[src/core/mode_map_pkg.sv]
// constants for the mode and memory map control block
package mode_map_pkg;
	// ------------------------------------------------------------
	// register offsets (byte addresses within the control block)
	// ------------------------------------------------------------
	localparam logic [15:0] port_a_data_off        = 16'h1000;
	localparam logic [15:0] reserved_one_off       = 16'h1001;
	localparam logic [15:0] parallel_io_control_off = 16'h1002;
	localparam logic [15:0] port_c_data_off        = 16'h1003;
	localparam logic [15:0] port_b_output_off      = 16'h1004;
	localparam logic [15:0] port_c_latched_alt_off = 16'h1005;
	localparam logic [15:0] reserved_two_off       = 16'h1006;
	localparam logic [15:0] mode_ctrl_off          = 16'h103C;
	localparam logic [15:0] relocation_off         = 16'h103D;
	localparam logic [15:0] factory_test_off       = 16'h103E;
	localparam logic [15:0] timer_mask_two_off     = 16'h1024;
	localparam logic [15:0] option_off             = 16'h1039;
	// ------------------------------------------------------------
	// map layout
	// ------------------------------------------------------------
	localparam logic [15:0] vector_base_normal     = 16'hFFC0;
	localparam logic [15:0] vector_base_test       = 16'hBFC0;
	localparam logic [15:0] reg_block_size         = 16'h0040;
	localparam logic [15:0] ram_block_size         = 16'h0100;
	localparam logic [7:0]  relocation_reset       = 8'h01;
	localparam logic [7:0]  reg_reset              = 8'h00;
	// protected registers may be written within this many nanoseconds after reset
	localparam int          protect_window_ns      = 320;
	localparam int          clk_period_ns          = 5;
	localparam int          protect_window_cycles  = protect_window_ns / clk_period_ns;
	localparam logic [7:0]  protect_window_count   = 8'(protect_window_cycles);
	// ------------------------------------------------------------
	// field positions
	// ------------------------------------------------------------
	localparam int special_mode_bit_pos = 1;
	localparam int mode_select_bit_pos  = 0;
	// ------------------------------------------------------------
	// operating modes, one-hot
	// ------------------------------------------------------------
	typedef enum logic [3:0]
	{
		mode_single_chip = 4'h1,
		mode_expanded    = 4'h2,
		mode_bootstrap   = 4'h4,
		mode_test        = 4'h8
	} op_mode_t;
endpackage : mode_map_pkg

[src/core/map_decode.sv]
// address decoder for relocatable ram and control register block
`timescale 1ns/1ps
module map_decode
	import mode_map_pkg::*;
(
	input  wire logic [15:0] addr_i,
	input  wire logic [7:0]  relocation_i,
	output logic             reg_hit_o,
	output logic [5:0]       reg_index_o,
	output logic             ram_hit_o
);
	logic [15:0] reg_base;
	logic [15:0] ram_base;
	// upper nibble places the ram, lower nibble the register block
	assign reg_base    = {relocation_i[3:0], 12'h000};
	assign ram_base    = {relocation_i[7:4], 12'h000};
	assign reg_hit_o   = (addr_i - reg_base) < reg_block_size;
	assign reg_index_o = 6'(addr_i - reg_base);
	assign ram_hit_o   = !reg_hit_o && ((addr_i - ram_base) < ram_block_size);
endmodule : map_decode

[src/core/mode_map_ctrl.sv]
// operating mode, memory map and parallel port register control
//
// Strobed register access was chosen for this implementation.
`timescale 1ns/1ps
module mode_map_ctrl
	import mode_map_pkg::*;
(
	input  wire logic        clk_i,
	input  wire logic        srst_i,
	input  wire logic [1:0]  mode_pins_i,
	input  wire logic [15:0] addr_i,
	input  wire logic [7:0]  wdata_i,
	input  wire logic        wr_i,
	input  wire logic        rd_i,
	output logic [7:0]       rdata_o,
	input  wire logic [7:0]  port_a_pins_i,
	input  wire logic [7:0]  port_c_pins_i,
	input  wire logic [15:0] cpu_addr_i,
	input  wire logic        cpu_rw_i,
	input  wire logic [7:0]  cpu_wdata_i,
	output logic [7:0]       port_b_o,
	output logic [7:0]       port_c_o,
	output logic             port_c_oe_n_o,
	output logic             address_strobe_o,
	output logic             rw_o,
	output logic [15:0]      vector_base_o,
	output logic [3:0]       op_mode_o,
	output logic [7:0]       factory_test_o,
	output logic [7:0]       parallel_io_control_o,
	output logic [7:0]       relocation_o
);
	import mode_map_pkg::*;

	// ------------------------------------------------------------
	// pin synchronisers
	// ------------------------------------------------------------
	logic [1:0]  mode_s1_reg, mode_s2_reg;
	logic [7:0]  pa_s1_reg, pa_s2_reg, pc_s1_reg, pc_s2_reg;
	always_ff @(posedge clk_i)
	begin
		mode_s1_reg <= mode_pins_i;
		mode_s2_reg <= mode_s1_reg;
		pa_s1_reg   <= port_a_pins_i;
		pa_s2_reg   <= pa_s1_reg;
		pc_s1_reg   <= port_c_pins_i;
		pc_s2_reg   <= pc_s1_reg;
	end

	// ------------------------------------------------------------
	// mode state
	// ------------------------------------------------------------
	op_mode_t    mode_reg, mode_next;
	logic        strap_done_reg, strap_done_next;
	logic [7:0]  window_reg, window_next;
	logic [7:0]  port_a_reg, port_a_next, parallel_io_control_reg, parallel_io_control_next;
	logic [7:0]  port_b_reg, port_b_next, port_c_reg, port_c_next;
	logic [7:0]  latch_c_reg, latch_c_next, reloc_reg, reloc_next;
	logic [7:0]  test_reg, test_next, timer_mask_two_reg, timer_mask_two_next, option_reg, option_next;
	logic [7:0]  rdata_reg, rdata_next;
	logic [15:0] vec_reg, vec_next;
	logic [7:0]  pb_reg, pb_next, pc_reg, pc_next;
	logic        oe_n_reg, oe_n_next, as_reg, as_next, rw_reg, rw_next;
	logic        reg_hit, ram_hit;
	logic [5:0]  reg_index;
	logic        is_test, is_expanded_bus, protect_open, wr_reg_hit;
	// decoded write hits as plain nets, so the checks sample them at the edge
	logic        wr_test_hit, wr_mode_hit, wr_reloc_hit, wr_parallel_io_control_hit;

	map_decode u_decode
	(
		.addr_i       (addr_i),
		.relocation_i (reloc_reg),
		.reg_hit_o    (reg_hit),
		.reg_index_o  (reg_index),
		.ram_hit_o    (ram_hit)
	);

	function automatic op_mode_t decode_mode(input logic [1:0] bits);
		unique case (bits)
			2'b00:   decode_mode = mode_bootstrap;
			2'b01:   decode_mode = mode_test;
			2'b10:   decode_mode = mode_single_chip;
			default: decode_mode = mode_expanded;
		endcase
	endfunction : decode_mode

	function automatic logic hit(input logic [15:0] off);
		hit = reg_hit && (reg_index == 6'(off - port_a_data_off));
	endfunction : hit

	assign is_test         = (mode_reg == mode_test);
	assign is_expanded_bus = (mode_reg == mode_expanded) || is_test;
	assign protect_open    = is_test || (window_reg != 8'h00);
	assign wr_reg_hit      = wr_i && reg_hit;
	assign wr_test_hit     = wr_reg_hit && hit(factory_test_off);
	assign wr_mode_hit     = wr_reg_hit && hit(mode_ctrl_off);
	assign wr_reloc_hit    = wr_reg_hit && hit(relocation_off);
	assign wr_parallel_io_control_hit     = wr_reg_hit && hit(parallel_io_control_off);

	always_comb
	begin
		mode_next       = mode_reg;
		strap_done_next = 1'b1;
		window_next     = (window_reg != 8'h00) ? window_reg - 8'h01 : 8'h00;
		port_a_next     = port_a_reg;
		parallel_io_control_next       = parallel_io_control_reg;
		port_b_next     = port_b_reg;
		port_c_next     = port_c_reg;
		latch_c_next    = latch_c_reg;
		reloc_next      = reloc_reg;
		test_next       = test_reg;
		timer_mask_two_next      = timer_mask_two_reg;
		option_next     = option_reg;
		rdata_next      = 8'h00;
		if (!strap_done_reg)
			mode_next = decode_mode(mode_s2_reg);
		if (wr_reg_hit)
		begin
			if (hit(port_a_data_off))
				port_a_next = wdata_i;
			if (hit(parallel_io_control_off))
				parallel_io_control_next = {parallel_io_control_reg[7], wdata_i[6:0]};
			if (hit(port_c_data_off))
				port_c_next = wdata_i;
			if (hit(port_b_output_off))
				port_b_next = wdata_i;
			if (hit(relocation_off) && protect_open)
				reloc_next = wdata_i;
			if (hit(timer_mask_two_off) && protect_open)
				timer_mask_two_next = wdata_i;
			if (hit(option_off) && protect_open)
				option_next = wdata_i;
			if (hit(factory_test_off) && is_test)
				test_next = wdata_i;
			if (hit(mode_ctrl_off) && (mode_reg == mode_test || mode_reg == mode_bootstrap))
			begin
				// special modes may drop to a normal mode, never climb back
				if (!wdata_i[special_mode_bit_pos])
				begin
					mode_next = wdata_i[mode_select_bit_pos] ? mode_expanded : mode_single_chip;
					test_next = 8'h00;
				end
			end
		end
		if (!is_test)
			test_next = 8'h00;
		latch_c_next = port_c_reg == 8'h00 ? latch_c_reg : pc_s2_reg;
		if (rd_i && reg_hit)
		begin
			unique case (1'b1)
				hit(port_a_data_off):         rdata_next = pa_s2_reg;
				hit(parallel_io_control_off): rdata_next = parallel_io_control_reg;
				hit(port_c_data_off):         rdata_next = pc_s2_reg;
				hit(port_b_output_off):       rdata_next = port_b_reg;
				hit(port_c_latched_alt_off):  rdata_next = latch_c_reg;
				hit(relocation_off):          rdata_next = reloc_reg;
				hit(timer_mask_two_off):      rdata_next = timer_mask_two_reg;
				hit(option_off):              rdata_next = option_reg;
				hit(factory_test_off):        rdata_next = is_test ? test_reg : 8'h00;
				hit(mode_ctrl_off):           rdata_next = {4'h0, mode_reg};
				default:                      rdata_next = 8'h00;
			endcase
		end
	end

	// ------------------------------------------------------------
	// external bus and vector selection
	// ------------------------------------------------------------
	always_comb
	begin
		vec_next  = is_test ? vector_base_test : vector_base_normal;
		pb_next   = port_b_reg;
		pc_next   = port_c_reg;
		oe_n_next = 1'b0;
		as_next   = 1'b0;
		rw_next   = 1'b1;
		if (is_expanded_bus)
		begin
			pb_next   = cpu_addr_i[15:8];
			pc_next   = cpu_rw_i ? cpu_addr_i[7:0] : cpu_wdata_i;
			oe_n_next = 1'b0;
			as_next   = 1'b1;
			rw_next   = cpu_rw_i;
		end
		else
		begin
			// no address leaves the chip in single-chip modes
			pb_next = port_b_reg;
			pc_next = port_c_reg;
		end
	end

	always_ff @(posedge clk_i)
	begin
		if (srst_i)
		begin
			mode_reg       <= mode_single_chip;
			strap_done_reg <= 1'b0;
			window_reg     <= protect_window_count;
			port_a_reg     <= reg_reset;
			parallel_io_control_reg       <= reg_reset;
			port_b_reg     <= reg_reset;
			port_c_reg     <= reg_reset;
			latch_c_reg    <= reg_reset;
			reloc_reg      <= relocation_reset;
			test_reg       <= reg_reset;
			timer_mask_two_reg      <= reg_reset;
			option_reg     <= reg_reset;
			rdata_reg      <= reg_reset;
			vec_reg        <= vector_base_normal;
			pb_reg         <= reg_reset;
			pc_reg         <= reg_reset;
			oe_n_reg       <= 1'b1;
			as_reg         <= 1'b0;
			rw_reg         <= 1'b1;
		end
		else
		begin
			mode_reg       <= mode_next;
			strap_done_reg <= strap_done_next;
			window_reg     <= window_next;
			port_a_reg     <= port_a_next;
			parallel_io_control_reg       <= parallel_io_control_next;
			port_b_reg     <= port_b_next;
			port_c_reg     <= port_c_next;
			latch_c_reg    <= latch_c_next;
			reloc_reg      <= reloc_next;
			test_reg       <= test_next;
			timer_mask_two_reg      <= timer_mask_two_next;
			option_reg     <= option_next;
			rdata_reg      <= rdata_next;
			vec_reg        <= vec_next;
			pb_reg         <= pb_next;
			pc_reg         <= pc_next;
			oe_n_reg       <= oe_n_next;
			as_reg         <= as_next;
			rw_reg         <= rw_next;
		end
	end

	assign rdata_o               = rdata_reg;
	assign port_b_o              = pb_reg;
	assign port_c_o              = pc_reg;
	assign port_c_oe_n_o         = oe_n_reg;
	assign address_strobe_o      = as_reg;
	assign rw_o                  = rw_reg;
	assign vector_base_o         = vec_reg;
	assign op_mode_o             = mode_reg;
	assign factory_test_o        = test_reg;
	assign parallel_io_control_o = parallel_io_control_reg;
	assign relocation_o          = reloc_reg;
endmodule : mode_map_ctrl

[config.mk]
export PLATFORM = sky130hd
export DESIGN_NAME = mode_map_ctrl
export DESIGN_NICKNAME = d
export VERILOG_FILES = /design/src/core/mode_map_pkg.sv /design/src/core/map_decode.sv /design/src/core/mode_map_ctrl.sv
export SDC_FILE = /design/constraint.sdc
export NUM_CORES = 1
export LEC_CHECK = 0
export ABC_AREA = 1
export BUFFER_PORTS_ARGS = -buffer_cell sky130_fd_sc_hd__buf_2
export CORE_ASPECT_RATIO = 1.2
export CORE_MARGIN = 2
export CORE_UTILIZATION = 48
export DETAILED_ROUTE_END_ITERATION = 7
export MAX_ROUTING_LAYER = met4
export PLACE_DENSITY = 0.76
export RECOVER_POWER = 50
export SYNTH_ARGS = -nofsm -noshare
export SYNTH_HDL_FRONTEND = slang
export SYNTH_SLANG_ARGS = --single-unit
export TNS_END_PERCENT = 10
[constraint.sdc]
create_clock -name clk_i -period 2.2 [get_ports clk_i]
set_input_delay 0.33 -clock clk_i [delete_from_list [all_inputs] [get_ports clk_i]]
set_output_delay 0.33 -clock clk_i [all_outputs]
set_load 0.005 [all_outputs]
==> impl_metrics.prom, run 1 <==
# TYPE chip_impl_metric gauge
chip_impl_info{name="run_status",value="finished with violations"} 1
chip_impl_info{name="failed_checks",value="negative setup slack"} 1
chip_impl_metric{name="finalPower",unit="mW"} 6.10
chip_impl_info{name="grt_setup_unrepaired",value="true"} 1
chip_impl_metric{name="synth_top_area_share",unit=""} 0.474
chip_impl_metric{name="seq_power_share",unit=""} 0.443
chip_impl_info{name="critical_path.reg2reg.startpoint",value="relocation_o[0]"} 1
chip_impl_metric{name="critical_path_required",unit="ns"} 2.56
chip_impl_metric{name="num_io_pins",unit=""} 142
chip_impl_info{name="synth_top_area_cell",value="sky130_fd_sc_hd__dfxtp_1"} 1
chip_impl_info{name="yosys_most_used_dff",value="sky130_fd_sc_hd__dfxtp_1"} 1
chip_impl_metric{name="timing.critical_path.arrival",unit="ns"} 2.80
chip_impl_metric{name="timing_max_transition_violations_final",unit=""} 0
chip_impl_info{name="clock_tree_from_tritoncts",value="built"} 1
chip_impl_info{name="crit_end",value="timer_mask_two_reg[2]"} 1
chip_impl_metric{name="antennaDiodeCount",unit=""} 0
chip_impl_metric{name="post_synth_inst_count",unit=""} 781
chip_impl_metric{name="dp_hpwl",unit="mm"} 12.2
chip_impl_metric{name="rr_worst_depth",unit=""} 15
chip_impl_metric{name="die_x",unit="um"} 105
chip_impl_metric{name="finalInstanceArea",unit="mm2"} 0.00778
chip_impl_metric{name="area.growth.synth_to_final",unit="%"} 31.6
chip_impl_metric{name="internal_power_of_the_cells",unit="mW"} 4.49
chip_impl_metric{name="gp_congestion",unit=""} 0.932
chip_impl_metric{name="fillerInstances",unit=""} 1069
chip_impl_metric{name="cts-root-to-sink-buffers",unit=""} 2
chip_impl_metric{name="fin_nets",unit=""} 1027
chip_impl_metric{name="finalClockSkew",unit="ns"} 0.00760
chip_impl_info{name="critical_path.startpoint_type",value="flip-flop"} 1
chip_impl_metric{name="drv_cap",unit=""} 0
chip_impl_metric{name="final_layout_size_suffix_gt1_frac",unit=""} 0.261
chip_impl_metric{name="drt_pass_1_iters",unit=""} 5
chip_impl_info{name="final_cell_mix",value="sky130_fd_sc_hd__nor2_1 (143), sky130_fd_sc_hd__dfxtp_1 (139), sky130_fd_sc_hd__buf_2 (125)"} 1
chip_impl_metric{name="yosysWarningCount",unit=""} 0
chip_impl_info{name="timing.hold.worst.class",value="input pin to flip-flop"} 1
chip_impl_metric{name="cts-buffers-inserted",unit=""} 17
chip_impl_metric{name="post_dp_cell_area",unit="mm2"} 0.00693
chip_impl_metric{name="clkPwrFrac",unit=""} 0.469
chip_impl_metric{name="detail_route.wirelength",unit="mm"} 16.9
chip_impl_metric{name="clock_sinks",unit=""} 140
chip_impl_info{name="synth_top_cells_by_area",value="sky130_fd_sc_hd__dfxtp_1 (47%), sky130_fd_sc_hd__nor2_1 (9.8%), sky130_fd_sc_hd__nand4_1 (7.1%)"} 1
chip_impl_metric{name="routed_via_density",unit=""} 5.17
chip_impl_metric{name="design.core.area",unit="mm2"} 0.0121
chip_impl_metric{name="final.period_utilization",unit=""} 1.11
chip_impl_metric{name="post-route-drc-count",unit=""} 0
chip_impl_metric{name="synth.yosys.seq_area_share",unit=""} 0.474
chip_impl_metric{name="period_needed",unit="ns"} 2.43
chip_impl_metric{name="netSwitchingPower",unit="mW"} 1.61
chip_impl_metric{name="antenna_violations_before_repair",unit=""} 0
chip_impl_metric{name="pwr-share-comb",unit=""} 0.088
chip_impl_metric{name="path_max_fanout",unit=""} 6
chip_impl_metric{name="worst_skew_pair.late_latency",unit="ns"} 0.43
chip_impl_metric{name="avgSynthCellArea",unit="um2"} 7.57
chip_impl_metric{name="p_per_area",unit="mW/mm2"} 784
chip_impl_metric{name="total_leakage_power",unit="nW"} 3.63
chip_impl_metric{name="h-tree-depth",unit=""} 4
chip_impl_info{name="crit_start",value="relocation_o[0]"} 1
chip_impl_metric{name="synth_enable_flop_cells",unit=""} 0
chip_impl_metric{name="global_route.usage.total",unit=""} 0.260
chip_impl_metric{name="antenna_violating_nets_left",unit=""} 0
chip_impl_metric{name="timing.max_slew.rel_slack",unit=""} 0.611
chip_impl_metric{name="grt_first_pass_wirelength",unit="mm"} 26.2
chip_impl_metric{name="synth_async_sr_flop_share",unit=""} 0
chip_impl_metric{name="netlist_area",unit="mm2"} 0.00591
chip_impl_metric{name="cts.clk_slew.worst_paths",unit="ns"} 0.06
chip_impl_metric{name="tightestPinTransition",unit="ns"} 0.581
chip_impl_metric{name="r2r_setup_slack",unit="ns"} -0.23
chip_impl_metric{name="start_util",unit=""} 0.490
chip_impl_metric{name="rows",unit=""} 44
chip_impl_metric{name="final.setup.worst_slack",unit="ns"} -0.232
chip_impl_metric{name="setup_viol",unit=""} 61
chip_impl_metric{name="avgRoutedWirePerCell",unit="um"} 15.0
chip_impl_metric{name="synthDistinctLibCells",unit=""} 36
chip_impl_info{name="setup.worst_path.class",value="flip-flop to flip-flop"} 1
chip_impl_metric{name="timing_hold_violations_final",unit=""} 0
chip_impl_info{name="regToRegEndpoint",value="timer_mask_two_reg[2]"} 1
chip_impl_metric{name="max_clock_freq",unit="MHz"} 411
chip_impl_metric{name="ys_ff_latch",unit=""} 140
chip_impl_metric{name="netSwitchingFraction",unit=""} 0.264
chip_impl_metric{name="global_route.overflow_total",unit=""} 0
chip_impl_metric{name="maximum_vdd_drop",unit="mV"} 0.612
chip_impl_info{name="cp-end-kind",value="flip-flop"} 1
chip_impl_metric{name="fp.dieArea",unit="mm2"} 0.0132
chip_impl_info{name="layout.cells.most_common",value="sky130_fd_sc_hd__nor2_1"} 1
chip_impl_info{name="clock_tree.root_cell",value="sky130_fd_sc_hd__clkbuf_16"} 1
chip_impl_metric{name="die_h",unit="um"} 126
chip_impl_metric{name="largest_net_degree_at_the_start_of_global_routing",unit=""} 45
chip_impl_metric{name="grt_pass1_vias",unit=""} 5438
chip_impl_metric{name="detail_route.iter0.violations",unit=""} 387
chip_impl_metric{name="port_buffers",unit=""} 125
chip_impl_metric{name="detailroute.via_count",unit=""} 5808
## critical path: stages, from the launching register on
cell and delay, ns:
sky130_fd_sc_hd__dfxtp_2 0.35, sky130_fd_sc_hd__ha_4 0.13, sky130_fd_sc_hd__inv_2 0.03, sky130_fd_sc_hd__fa_1 0.44, sky130_fd_sc_hd__inv_2 0.07, sky130_fd_sc_hd__nand2_1 0.04, sky130_fd_sc_hd__nor2_1 0.09, sky130_fd_sc_hd__nand3_1 0.12
sky130_fd_sc_hd__nor2_4 0.21, sky130_fd_sc_hd__nand2_4 0.09, sky130_fd_sc_hd__nor2_4 0.16, sky130_fd_sc_hd__nand2_4 0.11, sky130_fd_sc_hd__nor2_4 0.21, sky130_fd_sc_hd__buf_6 0.14, sky130_fd_sc_hd__o21ai_1 0.05, sky130_fd_sc_hd__nor2_1 0.11
## metrics by stage
step,setup TNS (ns),setup WS [ns],instances,hold slack (ns),util
3_5_place_dp,-19.58,-0.395,1075,0.312,0.575
6_report,-9.68,-0.232,1124,0.00153,0.645
4_1_cts,-10.11,-0.215,1115,0.000177,0.633
5_1_grt,-19.29,-0.392,1124,0.00150,0.645
2_1_floorplan,-1.30,-0.0567,795,0.310,-
3_3_place_gp,-17.36,-0.375,1075,0.312,0.575
## routing by layer
metal | wire length [um] | track usage
met4 | 603 | 0.113
met1 | 6820 | 0.304
met2 | 8180 | 0.429
met3 | 1290 | 0.0558
met5 | 0 | -
## worst min path at each step
| stage | start | to | slack [ns] | cells after the start |
|---|---|---|---|---|
| 2_1_floorplan | mode_s1_reg[0] | mode_s2_reg[0] | 0.31 | 0 |
| 3_3_place_gp | pc_s1_reg[5] | pc_s2_reg[5] | 0.31 | 0 |
| 3_5_place_dp | pa_s1_reg[3] | pa_s2_reg[3] | 0.31 | 0 |
| 4_1_cts | port_c_pins_i[0] | pc_s1_reg[0] | 0.0002 | 1 |
| 5_1_grt | mode_pins_i[0] | mode_s1_reg[0] | 0.001 | 1 |
| 6_report | port_a_pins_i[6] | pa_s1_reg[6] | 0.002 | 1 |
## power by group through the flow
stage | clock network, mW | logic, mW | registers (mW)
after detailed placement | 0 | 0.506 | 2.76
after floorplan | 0 | 0.341 | 2.75
after CTS | 2.88 | 0.520 | 2.70
after global placement | 0 | 0.498 | 2.76
after global routing | 3.01 | 0.608 | 2.71
final | 2.86 | 0.536 | 2.70
## cell type report
cell class | instances | area [um2] | area share
tap | 161 | 201 | 0.0259
multi-input combinational | 515 | 2630 | 0.338
inverter | 91 | 352 | 0.0452
timing repair buffer | 185 | 1200 | 0.155
sequential | 140 | 2800 | 0.360
clock inverter | 15 | 168 | 0.0215
clock buffer | 17 | 425 | 0.0547
## cell families (layout without fill, tap and decap cells)
| family | after synthesis | in the layout | share of synthesized area |
|---|---|---|---|
| DFF | 140 | 140 | 0.474 |
| buffers and inverters | 140 | 308 | 0.104 |
| AOI/OAI and AO/OA | 118 | 118 | 0.114 |
| xor gates and xnor gates | 6 | 6 | 0.0102 |
| and+or+nand+nor | 369 | 369 | 0.283 |
| other | 2 | 16 | 0.00127 |
| adders and majority gates | 6 | 6 | 0.0140 |
## cells in the mapped netlist (3+ instances only)
cell                       number
sky130_fd_sc_hd__xor2_1         4
sky130_fd_sc_hd__nor3_1         3
sky130_fd_sc_hd__clkbuf_1      13
sky130_fd_sc_hd__nand4_1       67
sky130_fd_sc_hd__ha_1           5
sky130_fd_sc_hd__nand2_2        4
sky130_fd_sc_hd__o211ai_1       6
sky130_fd_sc_hd__a21oi_1       25
sky130_fd_sc_hd__inv_2          6
sky130_fd_sc_hd__o21ai_1       30
sky130_fd_sc_hd__nor2_2         3
sky130_fd_sc_hd__nand2_1      106
sky130_fd_sc_hd__buf_2         13
sky130_fd_sc_hd__a211oi_2       3
sky130_fd_sc_hd__buf_1          4
sky130_fd_sc_hd__nand3_1       20
sky130_fd_sc_hd__a211oi_1      12
sky130_fd_sc_hd__nor2_4         5
sky130_fd_sc_hd__o21ai_0       32
sky130_fd_sc_hd__buf_4         19
sky130_fd_sc_hd__inv_1         83
sky130_fd_sc_hd__a31oi_1        8
sky130_fd_sc_hd__nor2_1       155
sky130_fd_sc_hd__dfxtp_1      140
## repair_timing
action                                 in CTS  in global routing
hold buffers                                8                  5
endpoints found under the hold margin       8                  5
buffers inserted                            0                  4
pin swaps                                   2                  6
gates resized for setup                     7                 24
setup endpoints to repair                  61                 67
Power figures use the tool's default switching activity.
==> run 2, diff against run 1 <==
Settings changed: CORE_UTILIZATION 48 to 57, PLACE_DENSITY 0.76 to 0.84.
Clock period 2.2 ns to 3 ns, I/O delays scaled along.
==> run 2 against run 1 <==
Compared with the run above: the flow now finishes without violations; sequential share of layout area rose by 3.4 points; power fell by 30%; non-clock buffer count shrank 47; worst setup slack gained 0.42 ns; largest power group is now sequential cells; maximum frequency decreased by 13%; count of clock-buffer cells in the layout up 2; utilization grew 6.0 points; critical endpoint is now relocation_o[6]; sequential power down 27%; worst hold slack improved by 0.12 ns.
==> impl_metrics.prom, run 2 (synthesis results as in run 1) <==
# TYPE chip_impl_metric gauge
chip_impl_metric{name="final_layout_size_suffix_gt1_frac",unit=""} 0.180
chip_impl_metric{name="critical_path_required",unit="ns"} 3.31
chip_impl_metric{name="total_leakage_power",unit="nW"} 3.21
chip_impl_metric{name="r2r_setup_slack",unit="ns"} 0.19
chip_impl_metric{name="post-route-drc-count",unit=""} 0
chip_impl_metric{name="port_buffers",unit=""} 125
chip_impl_metric{name="global_route.overflow_total",unit=""} 0
chip_impl_metric{name="finalInstanceArea",unit="mm2"} 0.00710
chip_impl_metric{name="antenna_violating_nets_left",unit=""} 0
chip_impl_metric{name="h-tree-depth",unit=""} 4
chip_impl_metric{name="cts_resized",unit=""} 0
chip_impl_metric{name="timing.max_slew.rel_slack",unit=""} 0.213
chip_impl_info{name="holdPathEnd",value="mode_s1_reg[0]"} 1
chip_impl_metric{name="internal_power_of_the_cells",unit="mW"} 3.18
chip_impl_metric{name="tightestPinTransition",unit="ns"} 1.18
chip_impl_metric{name="min_path_cells",unit=""} 1
chip_impl_metric{name="drv_cap",unit=""} 0
chip_impl_metric{name="global_route.usage.total",unit=""} 0.292
chip_impl_metric{name="post-route-util",unit=""} 0.706
chip_impl_info{name="timing.hold.worst.class",value="input pin to flip-flop"} 1
chip_impl_metric{name="path_max_fanout",unit=""} 9
chip_impl_metric{name="dp_hpwl",unit="mm"} 11.3
chip_impl_metric{name="cts-buffers-inserted",unit=""} 17
chip_impl_info{name="layout.cells.most_common",value="sky130_fd_sc_hd__nor2_1"} 1
chip_impl_metric{name="final.period_utilization",unit=""} 0.936
chip_impl_metric{name="post_dp_cell_area",unit="mm2"} 0.00660
chip_impl_metric{name="avgRoutedWirePerCell",unit="um"} 15.6
chip_impl_metric{name="num_io_pins",unit=""} 142
chip_impl_metric{name="fin_nets",unit=""} 980
chip_impl_metric{name="pwr-share-comb",unit=""} 0.084
chip_impl_metric{name="area.growth.synth_to_final",unit="%"} 20.1
chip_impl_info{name="final_cell_mix",value="sky130_fd_sc_hd__nor2_1 (155), sky130_fd_sc_hd__dfxtp_1 (140), sky130_fd_sc_hd__nand2_1 (106)"} 1
chip_impl_metric{name="gp_congestion",unit=""} 0.960
chip_impl_metric{name="rr_worst_depth",unit=""} 15
chip_impl_metric{name="timing_max_transition_violations_final",unit=""} 0
chip_impl_metric{name="finalClockSkew",unit="ns"} 0.00778
chip_impl_metric{name="antenna_violations_before_repair",unit=""} 0
chip_impl_metric{name="detailroute.via_count",unit=""} 5648
chip_impl_metric{name="routed_via_density",unit=""} 5.43
chip_impl_metric{name="final.setup.worst_slack",unit="ns"} 0.191
chip_impl_metric{name="grt_pass1_vias",unit=""} 5164
chip_impl_metric{name="max_clock_freq",unit="MHz"} 356
chip_impl_metric{name="netSwitchingFraction",unit=""} 0.256
chip_impl_metric{name="seq_power_share",unit=""} 0.464
chip_impl_metric{name="timing.critical_path.arrival",unit="ns"} 3.12
chip_impl_info{name="worst_hold_startpoint",value="mode_pins_i[0]"} 1
chip_impl_info{name="regToRegEndpoint",value="relocation_o[6]"} 1
chip_impl_metric{name="grt_first_pass_wirelength",unit="mm"} 24.9
chip_impl_metric{name="fp.dieArea",unit="mm2"} 0.0112
chip_impl_metric{name="detail_route.iter0.violations",unit=""} 525
chip_impl_metric{name="placedCellCount",unit=""} 1010
chip_impl_metric{name="antennaDiodeCount",unit=""} 0
chip_impl_metric{name="drt_pass_1_iters",unit=""} 5
chip_impl_metric{name="die_h",unit="um"} 116
chip_impl_metric{name="non_filler_cells_final",unit=""} 1041
chip_impl_metric{name="pre_cts_slack",unit="ns"} 0.134
chip_impl_metric{name="design.core.area",unit="mm2"} 0.0101
chip_impl_metric{name="maximum_vdd_drop",unit="mV"} 0.447
chip_impl_metric{name="setup_viol",unit=""} 0
chip_impl_info{name="critical_path.startpoint_type",value="flip-flop"} 1
chip_impl_metric{name="netSwitchingPower",unit="mW"} 1.09
chip_impl_metric{name="detail_route.wirelength",unit="mm"} 16.2
chip_impl_metric{name="postCtsSetupRepairBufs",unit=""} 0
chip_impl_metric{name="start_util",unit=""} 0.588
chip_impl_metric{name="p_per_area",unit="mW/mm2"} 602
chip_impl_info{name="setup.worst_path.class",value="flip-flop to flip-flop"} 1
chip_impl_metric{name="rows",unit=""} 40
chip_impl_metric{name="clkPwrFrac",unit=""} 0.451
chip_impl_metric{name="timing.setup.tns",unit="ns"} 0
chip_impl_metric{name="die_x",unit="um"} 97.0
chip_impl_metric{name="fillerInstances",unit=""} 844
chip_impl_info{name="clock_tree.root_cell",value="sky130_fd_sc_hd__clkbuf_16"} 1
chip_impl_metric{name="largest_net_degree_at_the_start_of_global_routing",unit=""} 68
chip_impl_metric{name="period_needed",unit="ns"} 2.81
chip_impl_info{name="grt_setup_unrepaired",value="false"} 1
chip_impl_metric{name="timing_hold_violations_final",unit=""} 0
chip_impl_metric{name="cts-root-to-sink-buffers",unit=""} 2
chip_impl_metric{name="finalPower",unit="mW"} 4.28
chip_impl_info{name="critical_path.reg2reg.startpoint",value="relocation_o[0]"} 1
chip_impl_info{name="cp-end-kind",value="flip-flop"} 1
chip_impl_metric{name="cts-hold-fix-buffers",unit=""} 0
chip_impl_metric{name="clock_sinks",unit=""} 140
chip_impl_info{name="clock_tree_from_tritoncts",value="built"} 1
chip_impl_info{name="run_status",value="finished, final reports clean"} 1
chip_impl_metric{name="worst_skew_pair.late_latency",unit="ns"} 0.43
chip_impl_metric{name="worst_hold_slack",unit="ns"} 0.119
chip_impl_metric{name="cts.clk_slew.worst_paths",unit="ns"} 0.06
run 2: cell count changes in the layout (fill, tap and decap cells not counted), moves of 11 or more:
cell	before	now
sky130_fd_sc_hd__nor2_1	143	155
sky130_fd_sc_hd__nor2_2	14	3
sky130_fd_sc_hd__buf_4	33	10
sky130_fd_sc_hd__clkbuf_1	0	31
sky130_fd_sc_hd__dlygate4sd3_1	13	0
sky130_fd_sc_hd__buf_2	125	95
run 2: worst max-delay path by stage:
stage / slack, ns / from / cells past startpoint / end
5_1_grt: 0.02 / relocation_o[0] / 15 / relocation_o[0]
4_1_cts: 0.23 / relocation_o[0] / 15 / relocation_o[6]
3_3_place_gp: 0.26 / addr_i[12] / 17 / rdata_o[1]
6_report: 0.19 / relocation_o[0] / 15 / relocation_o[6]
3_5_place_dp: 0.13 / addr_i[12] / 17 / option_reg[3]
2_1_floorplan: 0.54 / addr_i[12] / 16 / option_reg[0]
run 2: routing by layer:
metal / up-vias / GRT usage / wire length (um)
met1: 2499 / 0.331 / 6280
met2: 307 / 0.481 / 7780
met4: 0 / 0.174 / 714
li1: 2779 / - / -
met3: 63 / 0.0615 / 1410
met5: - / - / 0
run 2: layout make-up:
type                    instances  area, um2  share of cell area
multi-input cells             515       2550               0.359
clock buffers                  19        453              0.0638
repair buffers                138        707              0.0996
inverters                      91        342              0.0481
well taps                     126        158              0.0222
clock inverters                12       88.8              0.0125
flip-flops and latches        140       2800               0.395
run 2: worst max-delay path: stages, from the launching register on:
cell and delay (ns):
sky130_fd_sc_hd__dfxtp_1 0.43, sky130_fd_sc_hd__ha_1 0.21, sky130_fd_sc_hd__inv_1 0.06, sky130_fd_sc_hd__fa_1 0.44, sky130_fd_sc_hd__inv_1 0.08, sky130_fd_sc_hd__nand2_1 0.05, sky130_fd_sc_hd__nor2_1 0.10, sky130_fd_sc_hd__nand3_1 0.12
sky130_fd_sc_hd__nor2_4 0.17, sky130_fd_sc_hd__nand2_2 0.12, sky130_fd_sc_hd__nor2_4 0.18, sky130_fd_sc_hd__nand2_2 0.17, sky130_fd_sc_hd__nor2_4 0.23, sky130_fd_sc_hd__inv_2 0.12, sky130_fd_sc_hd__nor2_1 0.14, sky130_fd_sc_hd__nor2_1 0.07
run 2: power by group through the flow:
| stage | sequential, mW | combinational (mW) | clock [mW] |
|---|---|---|---|
| final | 1.98 | 0.361 | 1.93 |
| after global routing | 1.99 | 0.404 | 2.03 |
| after CTS | 1.98 | 0.359 | 1.94 |
| after detailed placement | 2.02 | 0.355 | 0 |
| after global placement | 2.02 | 0.347 | 0 |
| after floorplan | 2.02 | 0.247 | 0 |
